<file path="src/design/dad_pkg.sv">
/*
 * Shared constants and types for the dual-channel converter output and
 * configuration port: register indices, field positions, reset values,
 * output formats and the serial-port states.
 * Assumes nothing of its surroundings; it holds definitions only.
 */
package dad_pkg;

	// ------------------------------------------------------------------
	// widths
	// ------------------------------------------------------------------
	localparam int DAD_SAMPLE_W = 16;
	localparam int DAD_PAIR_W   = 8;
	localparam int DAD_REG_W    = 8;
	localparam int DAD_SYNC_N   = 7;

	// ------------------------------------------------------------------
	// serial frame: read flag, 7-bit index, 8 data bits
	// ------------------------------------------------------------------
	localparam logic [4:0] DAD_FRAME_BITS = 5'h10;
	localparam logic [4:0] DAD_HEAD_BITS  = 5'h08;

	// ------------------------------------------------------------------
	// mode control register indices
	// ------------------------------------------------------------------
	localparam logic [6:0] DAD_REG_POWER  = 7'h00;
	localparam logic [6:0] DAD_REG_TIMING = 7'h01;
	localparam logic [6:0] DAD_REG_OUTPUT = 7'h02;

	// ------------------------------------------------------------------
	// field positions
	// ------------------------------------------------------------------
	localparam int DAD_POW_LSB   = 0;
	localparam int DAD_DCS_BIT   = 0;
	localparam int DAD_PHASE_LSB = 1;
	localparam int DAD_MODE_LSB  = 0;
	localparam int DAD_CUR_LSB   = 2;
	localparam int DAD_TERM_BIT  = 5;

	// ------------------------------------------------------------------
	// values after reset, and the fixed current used in parallel mode
	// ------------------------------------------------------------------
	localparam logic [7:0] DAD_POWER_RST  = 8'h00;
	localparam logic [7:0] DAD_TIMING_RST = 8'h00;
	localparam logic [7:0] DAD_OUTPUT_RST = 8'h00;
	localparam logic [2:0] DAD_CUR_PAR    = 3'h0;

	// ------------------------------------------------------------------
	// strap capture: cycles after release before the strap is taken
	// ------------------------------------------------------------------
	localparam logic [1:0] DAD_STRAP_WAIT = 2'h3;

	// ------------------------------------------------------------------
	// power states
	// ------------------------------------------------------------------
	localparam logic [1:0] DAD_POW_RUN   = 2'h0;
	localparam logic [1:0] DAD_POW_SLEEP = 2'h3;

	typedef enum logic [1:0] {
		DAD_FULL_CMOS = 2'b00,
		DAD_DDR_CMOS  = 2'b01,
		DAD_DDR_LVDS  = 2'b10
	} dad_out_mode_t;

	typedef enum logic [1:0] {
		DAD_SPI_IDLE = 2'b00,
		DAD_SPI_HEAD = 2'b01,
		DAD_SPI_DATA = 2'b10,
		DAD_SPI_DONE = 2'b11
	} dad_spi_state_t;

endpackage

</file>
<file path="src/design/dad_cfg_if.sv">
/*
 * Carrier between the top of the port and its serial register block:
 * synchronised pin levels one way, mode register contents the other.
 * Assumes both ends run on the same system clock.
 */
`timescale 1ns/1ps
interface dad_cfg_if;
	logic       csN;
	logic       sck;
	logic       sdi;
	logic       sdoLow;
	logic [7:0] powerReg;
	logic [7:0] timingReg;
	logic [7:0] outputReg;

	modport core (output csN, output sck, output sdi,
		input sdoLow, input powerReg, input timingReg, input outputReg);
	modport regs (input csN, input sck, input sdi,
		output sdoLow, output powerReg, output timingReg, output outputReg);
endinterface

</file>
<file path="src/design/dad_serial_regs.sv">
/*
 * Serial mode control registers: shifts a 16-bit frame in on rising
 * serial-clock edges while select is low, answers reads on falling edges.
 * Assumes already synchronised pin levels on the carrier.
 */
`timescale 1ns/1ps
module dad_serial_regs (
	// system
	input wire logic clock,
	input wire logic reset_n,
	// carrier
	dad_cfg_if.regs  cfg
);
	dad_pkg::dad_spi_state_t state;
	logic                    sckPrev;
	logic [4:0]              bitCount;
	logic [15:0]             shiftIn;
	logic [7:0]              shiftOut;
	logic                    sckRise;
	logic                    sckFall;
	logic [15:0]             nextShift;

	assign sckRise   = cfg.sck & ~sckPrev;
	assign sckFall   = ~cfg.sck & sckPrev;
	assign nextShift = {shiftIn[14:0], cfg.sdi};

	always_ff @(posedge clock or negedge reset_n) begin
		if (!reset_n) begin
			sckPrev <= 1'b0;
		end else begin
			sckPrev <= cfg.sck;
		end
	end

	// ------------------------------------------------------------------
	// frame sequencing
	// ------------------------------------------------------------------
	always_ff @(posedge clock or negedge reset_n) begin
		if (!reset_n) begin
			state    <= dad_pkg::DAD_SPI_IDLE;
			bitCount <= 5'h00;
			shiftIn  <= 16'h0000;
		end else if (cfg.csN) begin
			state    <= dad_pkg::DAD_SPI_IDLE;
			bitCount <= 5'h00;
		end else if (sckRise) begin
			shiftIn  <= nextShift;
			bitCount <= bitCount + 5'h01;
			case (state)
				dad_pkg::DAD_SPI_IDLE: begin
					state <= dad_pkg::DAD_SPI_HEAD;
				end
				dad_pkg::DAD_SPI_HEAD: begin
					if (bitCount + 5'h01 == dad_pkg::DAD_HEAD_BITS) begin
						state <= dad_pkg::DAD_SPI_DATA;
					end
				end
				dad_pkg::DAD_SPI_DATA: begin
					if (bitCount + 5'h01 == dad_pkg::DAD_FRAME_BITS) begin
						state <= dad_pkg::DAD_SPI_DONE;
					end
				end
				dad_pkg::DAD_SPI_DONE: begin
					state <= dad_pkg::DAD_SPI_DONE;
				end
				default: begin
					state <= dad_pkg::DAD_SPI_IDLE;
				end
			endcase
		end
	end

	// ------------------------------------------------------------------
	// register writes on the last rising edge of a write frame
	// ------------------------------------------------------------------
	always_ff @(posedge clock or negedge reset_n) begin
		if (!reset_n) begin
			cfg.powerReg  <= dad_pkg::DAD_POWER_RST;
			cfg.timingReg <= dad_pkg::DAD_TIMING_RST;
			cfg.outputReg <= dad_pkg::DAD_OUTPUT_RST;
		end else if (!cfg.csN && sckRise && state == dad_pkg::DAD_SPI_DATA
			&& bitCount + 5'h01 == dad_pkg::DAD_FRAME_BITS && !nextShift[15]) begin
			case (nextShift[14:8])
				dad_pkg::DAD_REG_POWER:  cfg.powerReg  <= nextShift[7:0];
				dad_pkg::DAD_REG_TIMING: cfg.timingReg <= nextShift[7:0];
				dad_pkg::DAD_REG_OUTPUT: cfg.outputReg <= nextShift[7:0];
				default: begin
				end
			endcase
		end
	end

	// ------------------------------------------------------------------
	// readback: loaded after the header, shifted out on falling edges
	// ------------------------------------------------------------------
	always_ff @(posedge clock or negedge reset_n) begin
		if (!reset_n) begin
			shiftOut   <= 8'h00;
			cfg.sdoLow <= 1'b0;
		end else if (cfg.csN) begin
			cfg.sdoLow <= 1'b0;
		end else if (sckRise && state == dad_pkg::DAD_SPI_HEAD
			&& bitCount + 5'h01 == dad_pkg::DAD_HEAD_BITS) begin
			case (nextShift[6:0])
				dad_pkg::DAD_REG_POWER:  shiftOut <= cfg.powerReg;
				dad_pkg::DAD_REG_TIMING: shiftOut <= cfg.timingReg;
				dad_pkg::DAD_REG_OUTPUT: shiftOut <= cfg.outputReg;
				default:                 shiftOut <= 8'h00;
			endcase
			// write frames keep the line released
			if (!nextShift[7]) begin
				shiftOut <= 8'hFF;
			end
		end else if (sckFall && state == dad_pkg::DAD_SPI_DATA) begin
			cfg.sdoLow <= ~shiftOut[7];
			shiftOut   <= {shiftOut[6:0], 1'b1};
		end else if (sckFall) begin
			cfg.sdoLow <= 1'b0;
		end
	end
endmodule

</file>
<file path="src/design/dad_converter_port.sv">
/*
 * Output and configuration port of a two-channel simultaneous-sampling
 * 16-bit converter: sample capture on encode, full-rate or double-rate
 * formatting, forwarded output clock, range flags, strap-selected serial
 * or parallel configuration.
 * Assumes converter words and range flags from the analog side on this
 * clock, held steady across the encode rising edge; all pins asynchronous.
 */
`timescale 1ns/1ps
module dad_converter_port (
	// system
	input  wire logic        clock,
	input  wire logic        reset_n,
	// encode pins
	input  wire logic        encodeClkPos,
	input  wire logic        encodeClkNeg,
	// converter results
	input  wire logic [15:0] ch1Conv,
	input  wire logic [15:0] ch2Conv,
	input  wire logic        ch1OverRange,
	input  wire logic        ch2OverRange,
	// configuration pins
	input  wire logic        progModeStrap,
	input  wire logic        csN,
	input  wire logic        sck,
	input  wire logic        sdi,
	input  wire logic        sdoIn,
	output logic             sdoOut,
	output logic             sdoOe,
	// full-rate outputs
	output logic [15:0]      ch1SampleBus,
	output logic [15:0]      ch2SampleBus,
	output logic             ch1RangeFlag,
	output logic             ch2RangeFlag,
	// double-rate outputs
	output logic [7:0]       ch1PairedBus,
	output logic [7:0]       ch2PairedBus,
	output logic             sharedRangeFlag,
	// forwarded clock
	output logic             fwdClockTrue,
	output logic             fwdClockComp,
	// mode to the analog side
	output logic [1:0]       outputFormat,
	output logic             dcsEnable,
	output logic [1:0]       powerState,
	output logic [2:0]       lvdsCurrent,
	output logic             lvdsTermEnable,
	output logic             serialMode
);
	// ------------------------------------------------------------------
	// pin synchronisers
	// ------------------------------------------------------------------
	logic [dad_pkg::DAD_SYNC_N-1:0] pinRaw;
	logic [dad_pkg::DAD_SYNC_N-1:0] pinMeta;
	logic [dad_pkg::DAD_SYNC_N-1:0] pinSync;

	assign pinRaw = {sdoIn, sdi, sck, csN, progModeStrap, encodeClkNeg, encodeClkPos};

	// select idles high so no frame is seen before the pins settle
	always_ff @(posedge clock or negedge reset_n) begin
		if (!reset_n) begin
			pinMeta <= 7'h08;
			pinSync <= 7'h08;
		end else begin
			pinMeta <= pinRaw;
			pinSync <= pinMeta;
		end
	end

	// ------------------------------------------------------------------
	// strap capture after reset release
	// ------------------------------------------------------------------
	logic [1:0] strapWait;
	logic       strapTaken;
	logic       parallelMode;

	// the strap is static, so one capture after release is enough
	always_ff @(posedge clock or negedge reset_n) begin
		if (!reset_n) begin
			strapWait    <= 2'h0;
			strapTaken   <= 1'b0;
			parallelMode <= 1'b0;
		end else if (!strapTaken) begin
			strapWait <= strapWait + 2'h1;
			if (strapWait == dad_pkg::DAD_STRAP_WAIT) begin
				strapTaken   <= 1'b1;
				parallelMode <= pinSync[2];
			end
		end
	end

	// ------------------------------------------------------------------
	// serial register block
	// ------------------------------------------------------------------
	dad_cfg_if cfgBus ();

	// parallel mode parks the serial block with select high
	assign cfgBus.csN = pinSync[3] | parallelMode | ~strapTaken;
	assign cfgBus.sck = pinSync[4];
	assign cfgBus.sdi = pinSync[5];

	dad_serial_regs serialRegs (
		.clock   (clock),
		.reset_n (reset_n),
		.cfg     (cfgBus.regs)
	);

	// open drain: only ever pulls low, and never in parallel mode
	always_ff @(posedge clock or negedge reset_n) begin
		if (!reset_n) begin
			sdoOut <= 1'b0;
			sdoOe  <= 1'b0;
		end else begin
			sdoOut <= 1'b0;
			sdoOe  <= cfgBus.sdoLow & ~parallelMode;
		end
	end

	// ------------------------------------------------------------------
	// effective configuration
	// ------------------------------------------------------------------
	logic [1:0] next_format;
	logic       next_dcs;
	logic [1:0] next_power;
	logic [2:0] next_current;
	logic       next_term;
	logic [1:0] next_phase;
	logic [1:0] phaseSel;

	always_comb begin
		if (parallelMode) begin
			next_dcs     = pinSync[3];
			next_format  = pinSync[4] ? dad_pkg::DAD_DDR_LVDS : dad_pkg::DAD_FULL_CMOS;
			next_power   = {pinSync[5], pinSync[6]};
			next_current = dad_pkg::DAD_CUR_PAR;
			next_term    = 1'b0;
			next_phase   = 2'h0;
		end else begin
			next_dcs     = cfgBus.timingReg[dad_pkg::DAD_DCS_BIT];
			next_format  = cfgBus.outputReg[dad_pkg::DAD_MODE_LSB +: 2];
			next_power   = cfgBus.powerReg[dad_pkg::DAD_POW_LSB +: 2];
			next_current = cfgBus.outputReg[dad_pkg::DAD_CUR_LSB +: 3];
			next_term    = cfgBus.outputReg[dad_pkg::DAD_TERM_BIT];
			next_phase   = cfgBus.timingReg[dad_pkg::DAD_PHASE_LSB +: 2];
		end
		// the unused format code falls back to full rate
		if (next_format == 2'b11) begin
			next_format = dad_pkg::DAD_FULL_CMOS;
		end
	end

	always_ff @(posedge clock or negedge reset_n) begin
		if (!reset_n) begin
			outputFormat   <= dad_pkg::DAD_FULL_CMOS;
			dcsEnable      <= 1'b0;
			powerState     <= dad_pkg::DAD_POW_RUN;
			lvdsCurrent    <= 3'h0;
			lvdsTermEnable <= 1'b0;
			phaseSel       <= 2'h0;
			serialMode     <= 1'b0;
		end else begin
			outputFormat   <= next_format;
			dcsEnable      <= next_dcs;
			powerState     <= next_power;
			lvdsCurrent    <= next_current;
			lvdsTermEnable <= next_term & (next_format == dad_pkg::DAD_DDR_LVDS);
			phaseSel       <= next_phase;
			serialMode     <= strapTaken & ~parallelMode;
		end
	end

	// ------------------------------------------------------------------
	// encode edges
	// ------------------------------------------------------------------
	logic encLevel;
	logic encPrev;
	logic encRise;
	logic encFall;
	logic doubleRate;
	logic running;

	// single-ended use ties the complement low, so this covers both
	assign encLevel   = pinSync[0] & ~pinSync[1];
	assign encRise    = encLevel & ~encPrev;
	assign encFall    = ~encLevel & encPrev;
	assign doubleRate = outputFormat != dad_pkg::DAD_FULL_CMOS;
	assign running    = powerState == dad_pkg::DAD_POW_RUN;

	always_ff @(posedge clock or negedge reset_n) begin
		if (!reset_n) begin
			encPrev <= 1'b0;
		end else begin
			encPrev <= encLevel;
		end
	end

	// ------------------------------------------------------------------
	// sample pipeline
	// ------------------------------------------------------------------
	logic [15:0] heldCh1;
	logic [15:0] heldCh2;
	logic [1:0]  heldOver;
	logic [15:0] outCh1;
	logic [15:0] outCh2;
	logic [1:0]  outOver;

	// both words move together, so they reach the pins in one period
	always_ff @(posedge clock or negedge reset_n) begin
		if (!reset_n) begin
			heldCh1  <= 16'h0000;
			heldCh2  <= 16'h0000;
			heldOver <= 2'h0;
		end else if (encRise) begin
			heldCh1  <= ch1Conv;
			heldCh2  <= ch2Conv;
			heldOver <= {ch2OverRange, ch1OverRange};
		end
	end

	always_ff @(posedge clock or negedge reset_n) begin
		if (!reset_n) begin
			outCh1  <= 16'h0000;
			outCh2  <= 16'h0000;
			outOver <= 2'h0;
		end else if (encFall) begin
			outCh1  <= heldCh1;
			outCh2  <= heldCh2;
			outOver <= heldOver;
		end
	end

	// ------------------------------------------------------------------
	// even and odd bit split
	// ------------------------------------------------------------------
	logic [7:0] ch1Even;
	logic [7:0] ch1Odd;
	logic [7:0] ch2Even;
	logic [7:0] ch2Odd;

	genvar g;
	generate
		for (g = 0; g < dad_pkg::DAD_PAIR_W; g++) begin : gPair
			assign ch1Even[g] = heldCh1[2*g];
			assign ch2Even[g] = heldCh2[2*g];
			assign ch1Odd[g]  = outCh1[2*g+1];
			assign ch2Odd[g]  = outCh2[2*g+1];
		end
	endgenerate

	// ------------------------------------------------------------------
	// full-rate outputs
	// ------------------------------------------------------------------
	always_ff @(posedge clock or negedge reset_n) begin
		if (!reset_n) begin
			ch1SampleBus <= 16'h0000;
			ch2SampleBus <= 16'h0000;
			ch1RangeFlag <= 1'b0;
			ch2RangeFlag <= 1'b0;
		end else if (!running || doubleRate) begin
			ch1SampleBus <= 16'h0000;
			ch2SampleBus <= 16'h0000;
			ch1RangeFlag <= 1'b0;
			ch2RangeFlag <= 1'b0;
		end else if (encFall) begin
			ch1SampleBus <= heldCh1;
			ch2SampleBus <= heldCh2;
			ch1RangeFlag <= heldOver[0];
			ch2RangeFlag <= heldOver[1];
		end
	end

	// ------------------------------------------------------------------
	// double-rate outputs, cmos and differential alike
	// ------------------------------------------------------------------
	always_ff @(posedge clock or negedge reset_n) begin
		if (!reset_n) begin
			ch1PairedBus    <= 8'h00;
			ch2PairedBus    <= 8'h00;
			sharedRangeFlag <= 1'b0;
		end else if (!running || !doubleRate) begin
			ch1PairedBus    <= 8'h00;
			ch2PairedBus    <= 8'h00;
			sharedRangeFlag <= 1'b0;
		end else if (encFall) begin
			ch1PairedBus    <= ch1Even;
			ch2PairedBus    <= ch2Even;
			sharedRangeFlag <= heldOver[1];
		end else if (encRise) begin
			ch1PairedBus    <= ch1Odd;
			ch2PairedBus    <= ch2Odd;
			sharedRangeFlag <= outOver[0];
		end
	end

	// ------------------------------------------------------------------
	// forwarded clock with programmable lag
	// ------------------------------------------------------------------
	logic [2:0] encDelay;
	logic       next_fwd;

	// lag is in whole system cycles; fine enough against a slow encode
	always_ff @(posedge clock or negedge reset_n) begin
		if (!reset_n) begin
			encDelay <= 3'h0;
		end else begin
			encDelay <= {encDelay[1:0], encLevel};
		end
	end

	always_comb begin
		case (phaseSel)
			2'h0:    next_fwd = encLevel;
			2'h1:    next_fwd = encDelay[0];
			2'h2:    next_fwd = encDelay[1];
			2'h3:    next_fwd = encDelay[2];
			default: next_fwd = encLevel;
		endcase
	end

	always_ff @(posedge clock or negedge reset_n) begin
		if (!reset_n) begin
			fwdClockTrue <= 1'b0;
			fwdClockComp <= 1'b1;
		end else if (!running) begin
			fwdClockTrue <= 1'b0;
			fwdClockComp <= 1'b1;
		end else begin
			fwdClockTrue <= next_fwd;
			fwdClockComp <= ~next_fwd;
		end
	end
endmodule

</file>
<file path="config.mk">
export PLATFORM = sky130hd
export DESIGN_NAME = dad_converter_port
export DESIGN_NICKNAME = d
export VERILOG_FILES = /design/src/design/dad_pkg.sv /design/src/design/dad_cfg_if.sv /design/src/design/dad_serial_regs.sv /design/src/design/dad_converter_port.sv
export SDC_FILE = /design/constraint.sdc
export NUM_CORES = 1
export LEC_CHECK = 0
export ABC_AREA = 1
export BUFFER_PORTS_ARGS = -buffer_cell sky130_fd_sc_hd__buf_2
export CORE_MARGIN = 2
export CORE_UTILIZATION = 55
export DETAILED_ROUTE_END_ITERATION = 8
export PLACE_DENSITY = 0.84
export SETUP_SLACK_MARGIN = 0.15
export SLEW_MARGIN = 20
export SYNTH_ARGS = -nofsm -noshare
export SYNTH_HDL_FRONTEND = slang
export SYNTH_SLANG_ARGS = --single-unit
</file>
<file path="constraint.sdc">
create_clock -name clock -period 2.8 [get_ports clock]
set_input_delay 0.28 -clock clock [delete_from_list [all_inputs] [get_ports clock]]
set_output_delay 0.28 -clock clock [all_outputs]
set_load 0.005 [all_outputs]
</file>
=== Word level (Yosys, flattened, before mapping) ===
Index checks and enable logic that the tools add are counted.
Widths: inputs -> output; s select.

* Output and inout bits: 65
* Flip-flop bits (word level): 211
* Word-level logic and storage cells: 156
* Bits of input ports: 43

* Muxes and demuxes: 45
* Reduce and logical (&&, ||, !) cells: 32
* Bitwise operators: 20
* Eq/ne operators: 18
* Add/sub/neg operators: 2

{| class="wikitable"
|+ Operators with widths
! operator !! number
|-
| $mux 8 || 9
|-
| $mux 16 || 4
|-
| $pmux 8 s3 || 1
|-
| $mux 2 || 9
|-
| $mux 1 || 17
|-
| $eq 2x2->1 const B || 7
|-
| $eq 7x1->1 const B || 2
|-
| $eq 7x2->1 const B || 2
|-
| $logic_not 7->1 || 2
|-
| $reduce_and 2->1 || 7
|-
| $mux 5 || 2
|-
| $not 1->1 || 10
|-
| $and 1x1->1 || 8
|-
| $pmux 2 s4 || 1
|-
| $reduce_bool 2->1 || 4
|-
| $logic_and 1x1->1 || 7
|-
| $logic_not 2->1 || 3
|-
| $ne 3x1->1 const B || 2
|-
| $reduce_bool 3->1 || 2
|-
| $add 5x1->5 const B || 1
|-
| $eq 5x4->1 const B || 1
|-
| $eq 5x5->1 const B || 1
|-
| $eq 2x1->1 const B || 2
|-
| $logic_not 1->1 || 4
|-
| other kinds (7) || 9
|}

=== Logic depth before layout (Yosys ltp) ===
Gate-level depths: netlist (run 1).

* Word-level depth: 8
* Depth in mapped cells: 12
* Mapped depth without buffers: 11

=== Modules after synthesis ===
From an unflattened synthesis (run 1), not the netlist that was laid out.

* Cells, all modules: 822
* Area, all modules: 8130.3 sq um

{| class="wikitable"
|+ Modules (own cells, without submodules)
! module !! area an instance (sq um) !! seq. area each (sq um) !! instances !! cells each
|-
| dad_converter_port || 5208.7 || 3457.1 || 1 || 466
|-
| dad_serial_regs || 2921.6 || 1401.3 || 1 || 356
|}

=== Least setup slack after synthesis (run 1) ===
OpenSTA, ideal clock, no wires.

* Path type: flip-flop to flip-flop
* Start point: register pinSync[1] in the netlist's numbering
* End point: register heldCh1[10]
* Library setup time: 0.125 ns
* Slack: 1.052 ns
* Stages on the path, launching flop included: 6
* Path buffers: 2
* Required time: 2.675 ns
* Period minus slack after synthesis: 1.748 ns
* Data arrival time: 1.624 ns
* Path through: dfrtp_1 > nor2_1 > ha_1 > clkbuf_1 > buf_1 > mux2_2

* Longest elaborated chain between the ends: 3

{| class="wikitable"
|+ RTL lines
! what !! RTL line !! source
|-
| from (decl) || dad_converter_port.sv:55 || <nowiki>logic [dad_pkg::DAD_SYNC_N-1:0] pinSync;</nowiki>
|-
| from (signal assigned) || dad_converter_port.sv:66 || <nowiki>pinSync <= pinMeta;</nowiki>
|-
| $not 1->1 || dad_converter_port.sv:183 || <nowiki>assign encLevel = pinSync[0] & ~pinSync[1];</nowiki>
|-
| $and 1x1->1 || dad_converter_port.sv:183 ||
|-
| named net encLevel || dad_converter_port.sv:175 || <nowiki>logic encLevel;</nowiki>
|-
| $and 1x1->1 || dad_converter_port.sv:184 || <nowiki>assign encRise = encLevel & ~encPrev;</nowiki>
|-
| named net encRise || dad_converter_port.sv:177 || <nowiki>logic encRise;</nowiki>
|-
| to (signal assigned) || dad_converter_port.sv:214 || <nowiki>heldCh1 <= ch1Conv;</nowiki>
|-
| to (decl) || dad_converter_port.sv:200 || <nowiki>logic [15:0] heldCh1;</nowiki>
|}

The timed path passes the listed nets, and every way through them passes these cells.
A chain may end at the register's enable or synchronous reset.

=== Final worst setup path (run 1) ===
* Start point: register parallelMode
* End point: register serialRegs.cfg.powerReg[7]

* Longest elaborated chain between the ends: 8

{| class="wikitable"
|+ RTL lines
! what !! RTL line !! source
|-
| from (decl) || dad_converter_port.sv:75 || <nowiki>logic parallelMode;</nowiki>
|-
| from (signal assigned) || dad_converter_port.sv:87 || <nowiki>parallelMode <= pinSync[2];</nowiki>
|-
| $or 1x1->1 (2 in a row) || dad_converter_port.sv:98 || <nowiki>assign cfgBus.csN = pinSync[3] | parallelMode | ~strapTaken;</nowiki>
|-
| $logic_not 1->1 || dad_serial_regs.sv:81 || <nowiki>end else if (!cfg.csN && sckRise && state == dad_pkg::DAD_SPI_DATA</nowiki>
|-
| $logic_and 1x1->1 (2 in a row) || dad_serial_regs.sv:81 ||
|-
| $logic_and 1x1->1 (2 in a row) || dad_serial_regs.sv:82 || <nowiki>&& bitCount + 5'h01 == dad_pkg::DAD_FRAME_BITS && !nextShift[15]) begin</nowiki>
|-
| $reduce_and 2->1 (no line) || - ||
|-
| to (signal assigned) || dad_serial_regs.sv:78 || <nowiki>cfg.powerReg <= dad_pkg::DAD_POWER_RST;</nowiki>
|-
| to (signal assigned) || dad_serial_regs.sv:84 || <nowiki>dad_pkg::DAD_REG_POWER: cfg.powerReg <= nextShift[7:0];</nowiki>
|-
| to (decl) || dad_cfg_if.sv:19 || <nowiki>output sdoLow, output powerReg, output timingReg, output outputReg);</nowiki>
|}

No other way between the ends.

==> results.cfg, run 1 <==
[yosys]
ys_top_cells_by_count = nand2_1, dfrtp_1, inv_1
yosysTopAreaCell = dfrtp_1
yosys.cell_types.count = 42
async_flop_share_pct = 100.0
avgSynthCellArea_um2 = 9.843
yosysTopAreaCellShare_pct = 59.87
syn-num-nets = 859
syn_inst = 811
synthTopCellsByArea = dfrtp_1, nand2_1, mux2_2
synth_edf_count = 0
ys.flop_type = dfrtp_1
synth-seq-cells = 194
seq_area_frac_synth_pct = 60.86
syn-cell-area_um2 = 7983
yosysMostFrequentCell = nand2_1
yosysWarningCount = 0

[cts]
clk_pin_slew_ps = 70
root_buffer = clkbuf_16
clock_sinks = 194
cts_tree = done
cts_buffers = 17
cts_buffer_depth = 2
insertion_delay_ps = 440
cts_htree_levels = 4

[power_and_ir_drop]
finalPower_mw = 6.232
vdd_drop_max_v = 0.0005060
p_sw_share_pct = 24.58
clkPwrFrac_pct = 40.2
p_seq_share_pct = 50.5
power_switching_mw = 1.532
combinationalPowerShare_pct = 9.3
p_per_area_nw_per_um2 = 664.0
p_leak_nw = 4.984
p_int_mw = 4.700

[floorplanning]
die_w_um = 124.5
fp.dieH_um = 124.5
dieArea_um2 = 15490
row_count = 44
io_pins = 108
core_um2 = 14370
initial_core_util_pct = 55.56

[worst_setup_path]
rrSetupSlack_ps = 760
crit-reg2reg-launch = parallelMode$_DFFE_PN0P_
crit_type = flop to flop
ff2ff_path_depth = 8
slowest_delay_ps = 590
path_max_fanout = 33
cp.arrival_ps = 2360
crit_slowest_cell = dfrtp_1
critPathLaunch = parallelMode$_DFFE_PN0P_
r2r_end = serialRegs.cfg.powerReg[7]$_DFFE_PN0P_
start_kind = flop
crit_required_ps = 3120
cp-end-kind = flop
crit_chain = nor2_4 -> nand2_4 -> nor2_8 -> nand2_4 -> nor2_8 -> nand3_4 -> o21ai_1 -> inv_1

[global_route]
antenna_found_initial = 0
grt_max_degree = 91
grt_pass1_wl_um = 28650
grt_overflow = 0
grtUsageTotal_pct = 23.09
grt_pass1_vias = 5774

[cells_and_area]
num-nets-final = 969
multiInputGateArea_um2 = 2581
fill_cells = 1047
final-seq-area_um2 = 4858
insertedDiodeCount = 0
drive_gt1_share_pct = 23.34
syn_to_final_growth_pct = 17.59

[timing]
hold-worst-slack_ps = 70.42
setup_viol = 0
tns_ps = 0
fin_crit_ps = 2043
slew_headroom_pct = 53.33
clock_skew_ps = 12.59
tightest_slew_ps = 700.0
clock.fmax_ghz = 0.4895
finalCritPeriodShare_pct = 72.95
grt_setup_unrepaired = false
finalHoldViolCount = 0
final_max_slew_viol_count = 0

[worst_hold_path]
min-delay-start = ch1Conv[0]
hold_class = primary input to flop
hold_end = heldCh1[0]$_DFFE_PN0P_
holdPathStages = 2

[route]
wl_per_cell_um = 15.35
drt_iter0_markers = 480
ant_nets = 0
via_count = 5984
drt-total-wl_um = 17160
dr.pass1.iters = 5
via_per_inst = 5.352
drc = 0

[job]
drv_cap = 0

[place]
routabilityCongestion = 0.8573
port_buffers = 106
dp_hpwl_um = 10960

[status]
status = complete, no violations
worst max-delay path, delay by kind of cell (launching register included):
kind,cells,cell delay (ps)
buf+inv,1,50
flops,1,590
compound gates,1,190
simple gates,6,1090
sequential cells by signal, summed over array words and instances (netlist names), 2 cells and up:
register,count
serialRegs.state,2
serialRegs.cfg.outputReg,8
outputFormat,2
serialRegs.cfg.powerReg,8
pinMeta,7
serialRegs.shiftIn,15
ch1PairedBus,8
ch1SampleBus,16
strapWait,2
serialRegs.shiftOut,8
outCh2,8
pinSync,7
heldCh1,16
encDelay,3
heldCh2,16
outCh1,8
powerState,2
phaseSel,2
ch2PairedBus,8
ch2SampleBus,16
lvdsCurrent,3
serialRegs.bitCount,5
serialRegs.cfg.timingReg,8
heldOver,2
cell families (layout without fill, tap and decap cells):
kind of cell,count (synthesis),in the layout,synth area share [%]
simple gates,311,311,17.62
flops,194,194,60.86
xor+xnor,1,1,0.1097
fa+ha+maj,5,5,0.7837
compound gates,131,131,8.840
other cells,1,1,0.04698
buf+inv,133,256,6.802
mux,35,35,4.937
layout by cell type, fill, tap and decap left out, types with 7 or more instances in the layout:
| cell type | count |
|---|---|
| o21ai_0 | 31 |
| o21ai_1 | 25 |
| a21oi_1 | 59 |
| dlygate4sd3_1 | 8 |
| o21ai_2 | 8 |
| dfrtp_1 | 191 |
| nand3_1 | 49 |
| nand2_1 | 193 |
| inv_2 | 8 |
| nand4_1 | 7 |
| clkbuf_16 | 17 |
| buf_2 | 105 |
| nor2_1 | 36 |
| mux2_2 | 35 |
| inv_1 | 91 |
through the flow:
| step | utilization, % | setup slack [ps] | std cells | instance area [um^2] |
|---|---|---|---|---|
| detailed placement | 60.52 | 786.8 | 1078 | 8696 |
| CTS | 65.33 | 744.4 | 1118 | 9387 |
| global placement | 60.52 | 879.4 | 1078 | 8696 |
| floorplan | - | 1052 | 811 | 7983 |
| global route | 65.33 | 574.4 | 1118 | 9387 |
| finish | 65.33 | 757.3 | 1118 | 9387 |
routing by layer:
layer	vias up	wire length, um	share of wire (%)	GRT usage (%)
li1	2832	-	-	-
met1	2906	7329	43	30.94
met2	222	8435	49	37.58
met3	24	1037	6.0	4.983
met4	0	361	2.1	8.262
met5	-	0	0	0
worst max-delay path by stage:
stage,endpoint,slack (ps),depth (start not counted)
3_5_place_dp,serialRegs.cfg.timingReg[7]$_DFFE_PN0P_,790,8
4_1_cts,ch2PairedBus[1]$_DFFE_PN0P_,740,7
5_1_grt,serialRegs.cfg.outputReg[6]$_DFFE_PN0P_,570,8
6_report,serialRegs.cfg.powerReg[7]$_DFFE_PN0P_,760,8
2_1_floorplan,heldCh1[10]$_DFFE_PN0P_,1050,5
3_3_place_gp,serialRegs.cfg.timingReg[7]$_DFFE_PN0P_,880,8
power groups by stage:
stage                     clock network [mW]  logic, mW  registers [mW]
final                                   2.50      0.580            3.15
after floorplan                            0      0.356            3.16
after global placement                     0      0.547            3.18
after detailed placement                   0      0.567            3.19
after global routing                    2.65      0.652            3.17
after CTS                               2.53      0.585            3.14
cell type report:
cell class,instances,share of cell area (%)
inverter,101,4.066
sequential,194,51.76
tap,184,2.453
timing repair buffer,123,7.718
clock inverter,11,1.600
multi-input combinational,484,27.50
clock buffer,21,4.905
what timing repair did:
action | in CTS | in global routing
buffers inserted | 0 | 0
hold endpoints to repair | 92 | 0
hold buffers | 8 | 0
gates resized for setup | 0 | 0
Power figures use the tool's default switching activity.
==> inputs of run 2 (changes only) <==
Clock period 2.8 ns to 2 ns, I/O delays scaled along.
==> results.cfg, run 2 (synthesis results as in run 1) <==
[cts]
clk_pin_slew_ps = 70
clock_sinks = 194
cts_buffer_depth = 2
cts_tree = done
cts_buffers = 17
root_buffer = clkbuf_16
insertion_delay_ps = 440
cts_htree_levels = 4

[timing]
clock.fmax_ghz = 0.5586
finalHoldViolCount = 0
grt_setup_unrepaired = true
slew_headroom_pct = 61.86
finalCritPeriodShare_pct = 89.51
setup_viol = 0
clock_skew_ps = 7.673
tightest_slew_ps = 570.0
tns_ps = 0
final_max_slew_viol_count = 0
fin_crit_ps = 1790
setup_ws_ps = 209.9

[power_and_ir_drop]
power_switching_mw = 2.188
combinationalPowerShare_pct = 9.9
p_per_area_nw_per_um2 = 912.1
finalPower_mw = 9.015
p_leak_nw = 5.180
p_sw_share_pct = 24.27
p_int_mw = 6.827
clkPwrFrac_pct = 41.2
vdd_drop_max_v = 0.0006872
p_seq_share_pct = 48.9

[cells_and_area]
fill_cells = 958
final_area_um2 = 9883
final_cell_mix = nand2_1, dfrtp_1, buf_2
layout_commonest_cell = nand2_1
drive_gt1_share_pct = 25.26
num-nets-final = 1005
fin_cells = 1154
syn_to_final_growth_pct = 23.81
insertedDiodeCount = 0

[worst_setup_path]
r2r_end = serialRegs.shiftOut[5]$_DFFE_PN0P_
cp.arrival_ps = 2110
crit_type = flop to flop
crit_required_ps = 2320
critPathLaunch = serialRegs.bitCount[2]$_DFFE_PN0P_
ff2ff_path_depth = 9
start_kind = flop
rrSetupSlack_ps = 210
cp-end-kind = flop
crit_top_cell = nand2_1
crit-reg2reg-launch = serialRegs.bitCount[2]$_DFFE_PN0P_
crit_slowest_cell = dfrtp_1
crit_chain = nand3_1 -> nand2_1 -> nand2_1 -> nor2_1 -> nand4_1 -> nand2_4 -> inv_2 -> nand2_1 -> nand2_1
path_max_fanout = 9
slowest_delay_ps = 480

[floorplanning]
initial_core_util_pct = 55.56
fp.dieH_um = 124.5
core_um2 = 14370
row_count = 44
io_pins = 108
die_w_um = 124.5
dieArea_um2 = 15490

[global_route]
grtUsageTotal_pct = 24.02
grt_max_degree = 53
grt_pass1_vias = 6128
antenna_found_initial = 0
grt_pass1_wl_um = 29770
grt_overflow = 0

[place]
pre_cts_ws_ps = 214.3
port_buffers = 106
routabilityCongestion = 0.8590
place_area_um2 = 8778
dp_hpwl_um = 11210
place_inst = 1084

[job]
drv_cap = 0

[route]
ant_nets = 0
drc = 0
drt_iter0_markers = 643
via_per_inst = 5.500
dr.pass1.iters = 5
wl_per_cell_um = 16.21
drt-total-wl_um = 18710
via_count = 6347

[status]
status = complete, no violations

[worst_hold_path]
hold_class = primary input to flop
hold_end = heldCh2[12]$_DFFE_PN0P_
holdPathStages = 2
min-delay-start = ch2Conv[12]
-- run 2: area by class of cell --
type / instances / area (um^2) / area share, %
Tap cell: 184 / 230.2 / 2.329
Inverter: 101 / 384.1 / 3.887
Sequential cell: 194 / 4861 / 49.18
Clock buffer: 21 / 480.5 / 4.861
Clock inverter: 11 / 171.4 / 1.734
Multi-Input combinational cell: 487 / 2671 / 27.03
Timing Repair Buffer: 156 / 1085 / 10.98
-- run 2: worst max-delay path, delay by kind of cell, from the launching register on --
family	cells	cell delay, ps
buf+inv	1	100
flops	1	480
simple gates	8	1110
-- run 2: power groups by stage --
stage               sequential (mW)  combinational (mW)  clock, mW
detailed placement             4.46               0.827          0
global route                   4.44               0.986       3.93
CTS                            4.40               0.884       3.74
finish                         4.41               0.892       3.72
floorplan                      4.42               0.498          0
global placement               4.45               0.795          0
-- run 2: repair_timing --
item | in CTS | in global routing
setup buffers | 0 | 7
hold buffers | 28 | 0
setup endpoints to repair | 0 | 49
resized for setup | 0 | 16
hold endpoints to repair | 68 | 0
-- run 2: worst max-delay path by stage --
| stage | slack, ps | cells past startpoint | to |
|---|---|---|---|
| 6_report | 210 | 9 | serialRegs.shiftOut[5]$_DFFE_PN0P_ |
| 2_1_floorplan | 250 | 5 | heldCh1[10]$_DFFE_PN0P_ |
| 3_5_place_dp | 210 | 10 | serialRegs.cfg.outputReg[6]$_DFFE_PN0P_ |
| 5_1_grt | 100 | 9 | serialRegs.shiftOut[5]$_DFFE_PN0P_ |
| 3_3_place_gp | 290 | 10 | serialRegs.cfg.timingReg[7]$_DFFE_PN0P_ |
| 4_1_cts | 170 | 10 | serialRegs.cfg.timingReg[4]$_DFFE_PN0P_ |
-- run 2: metrics by stage --
stage / hold WS (ps) / util [%]
final: 5.876 / 68.78
after global routing: 0.8129 / 68.78
after CTS: 0.002609 / 67.58
after detailed placement: 165.6 / 61.09
after global placement: 166.1 / 61.09
after floorplan: -95.59 / -
-- run 2: layer usage --
| metal | GRT usage, % | wire (um) | share of wire, % |
|---|---|---|---|
| met1 | 30.70 | 7705 | 41 |
| met2 | 40.12 | 9469 | 51 |
| met3 | 5.241 | 1096 | 5.9 |
| met4 | 9.650 | 439 | 2.3 |
| met5 | 0 | 0 | 0 |
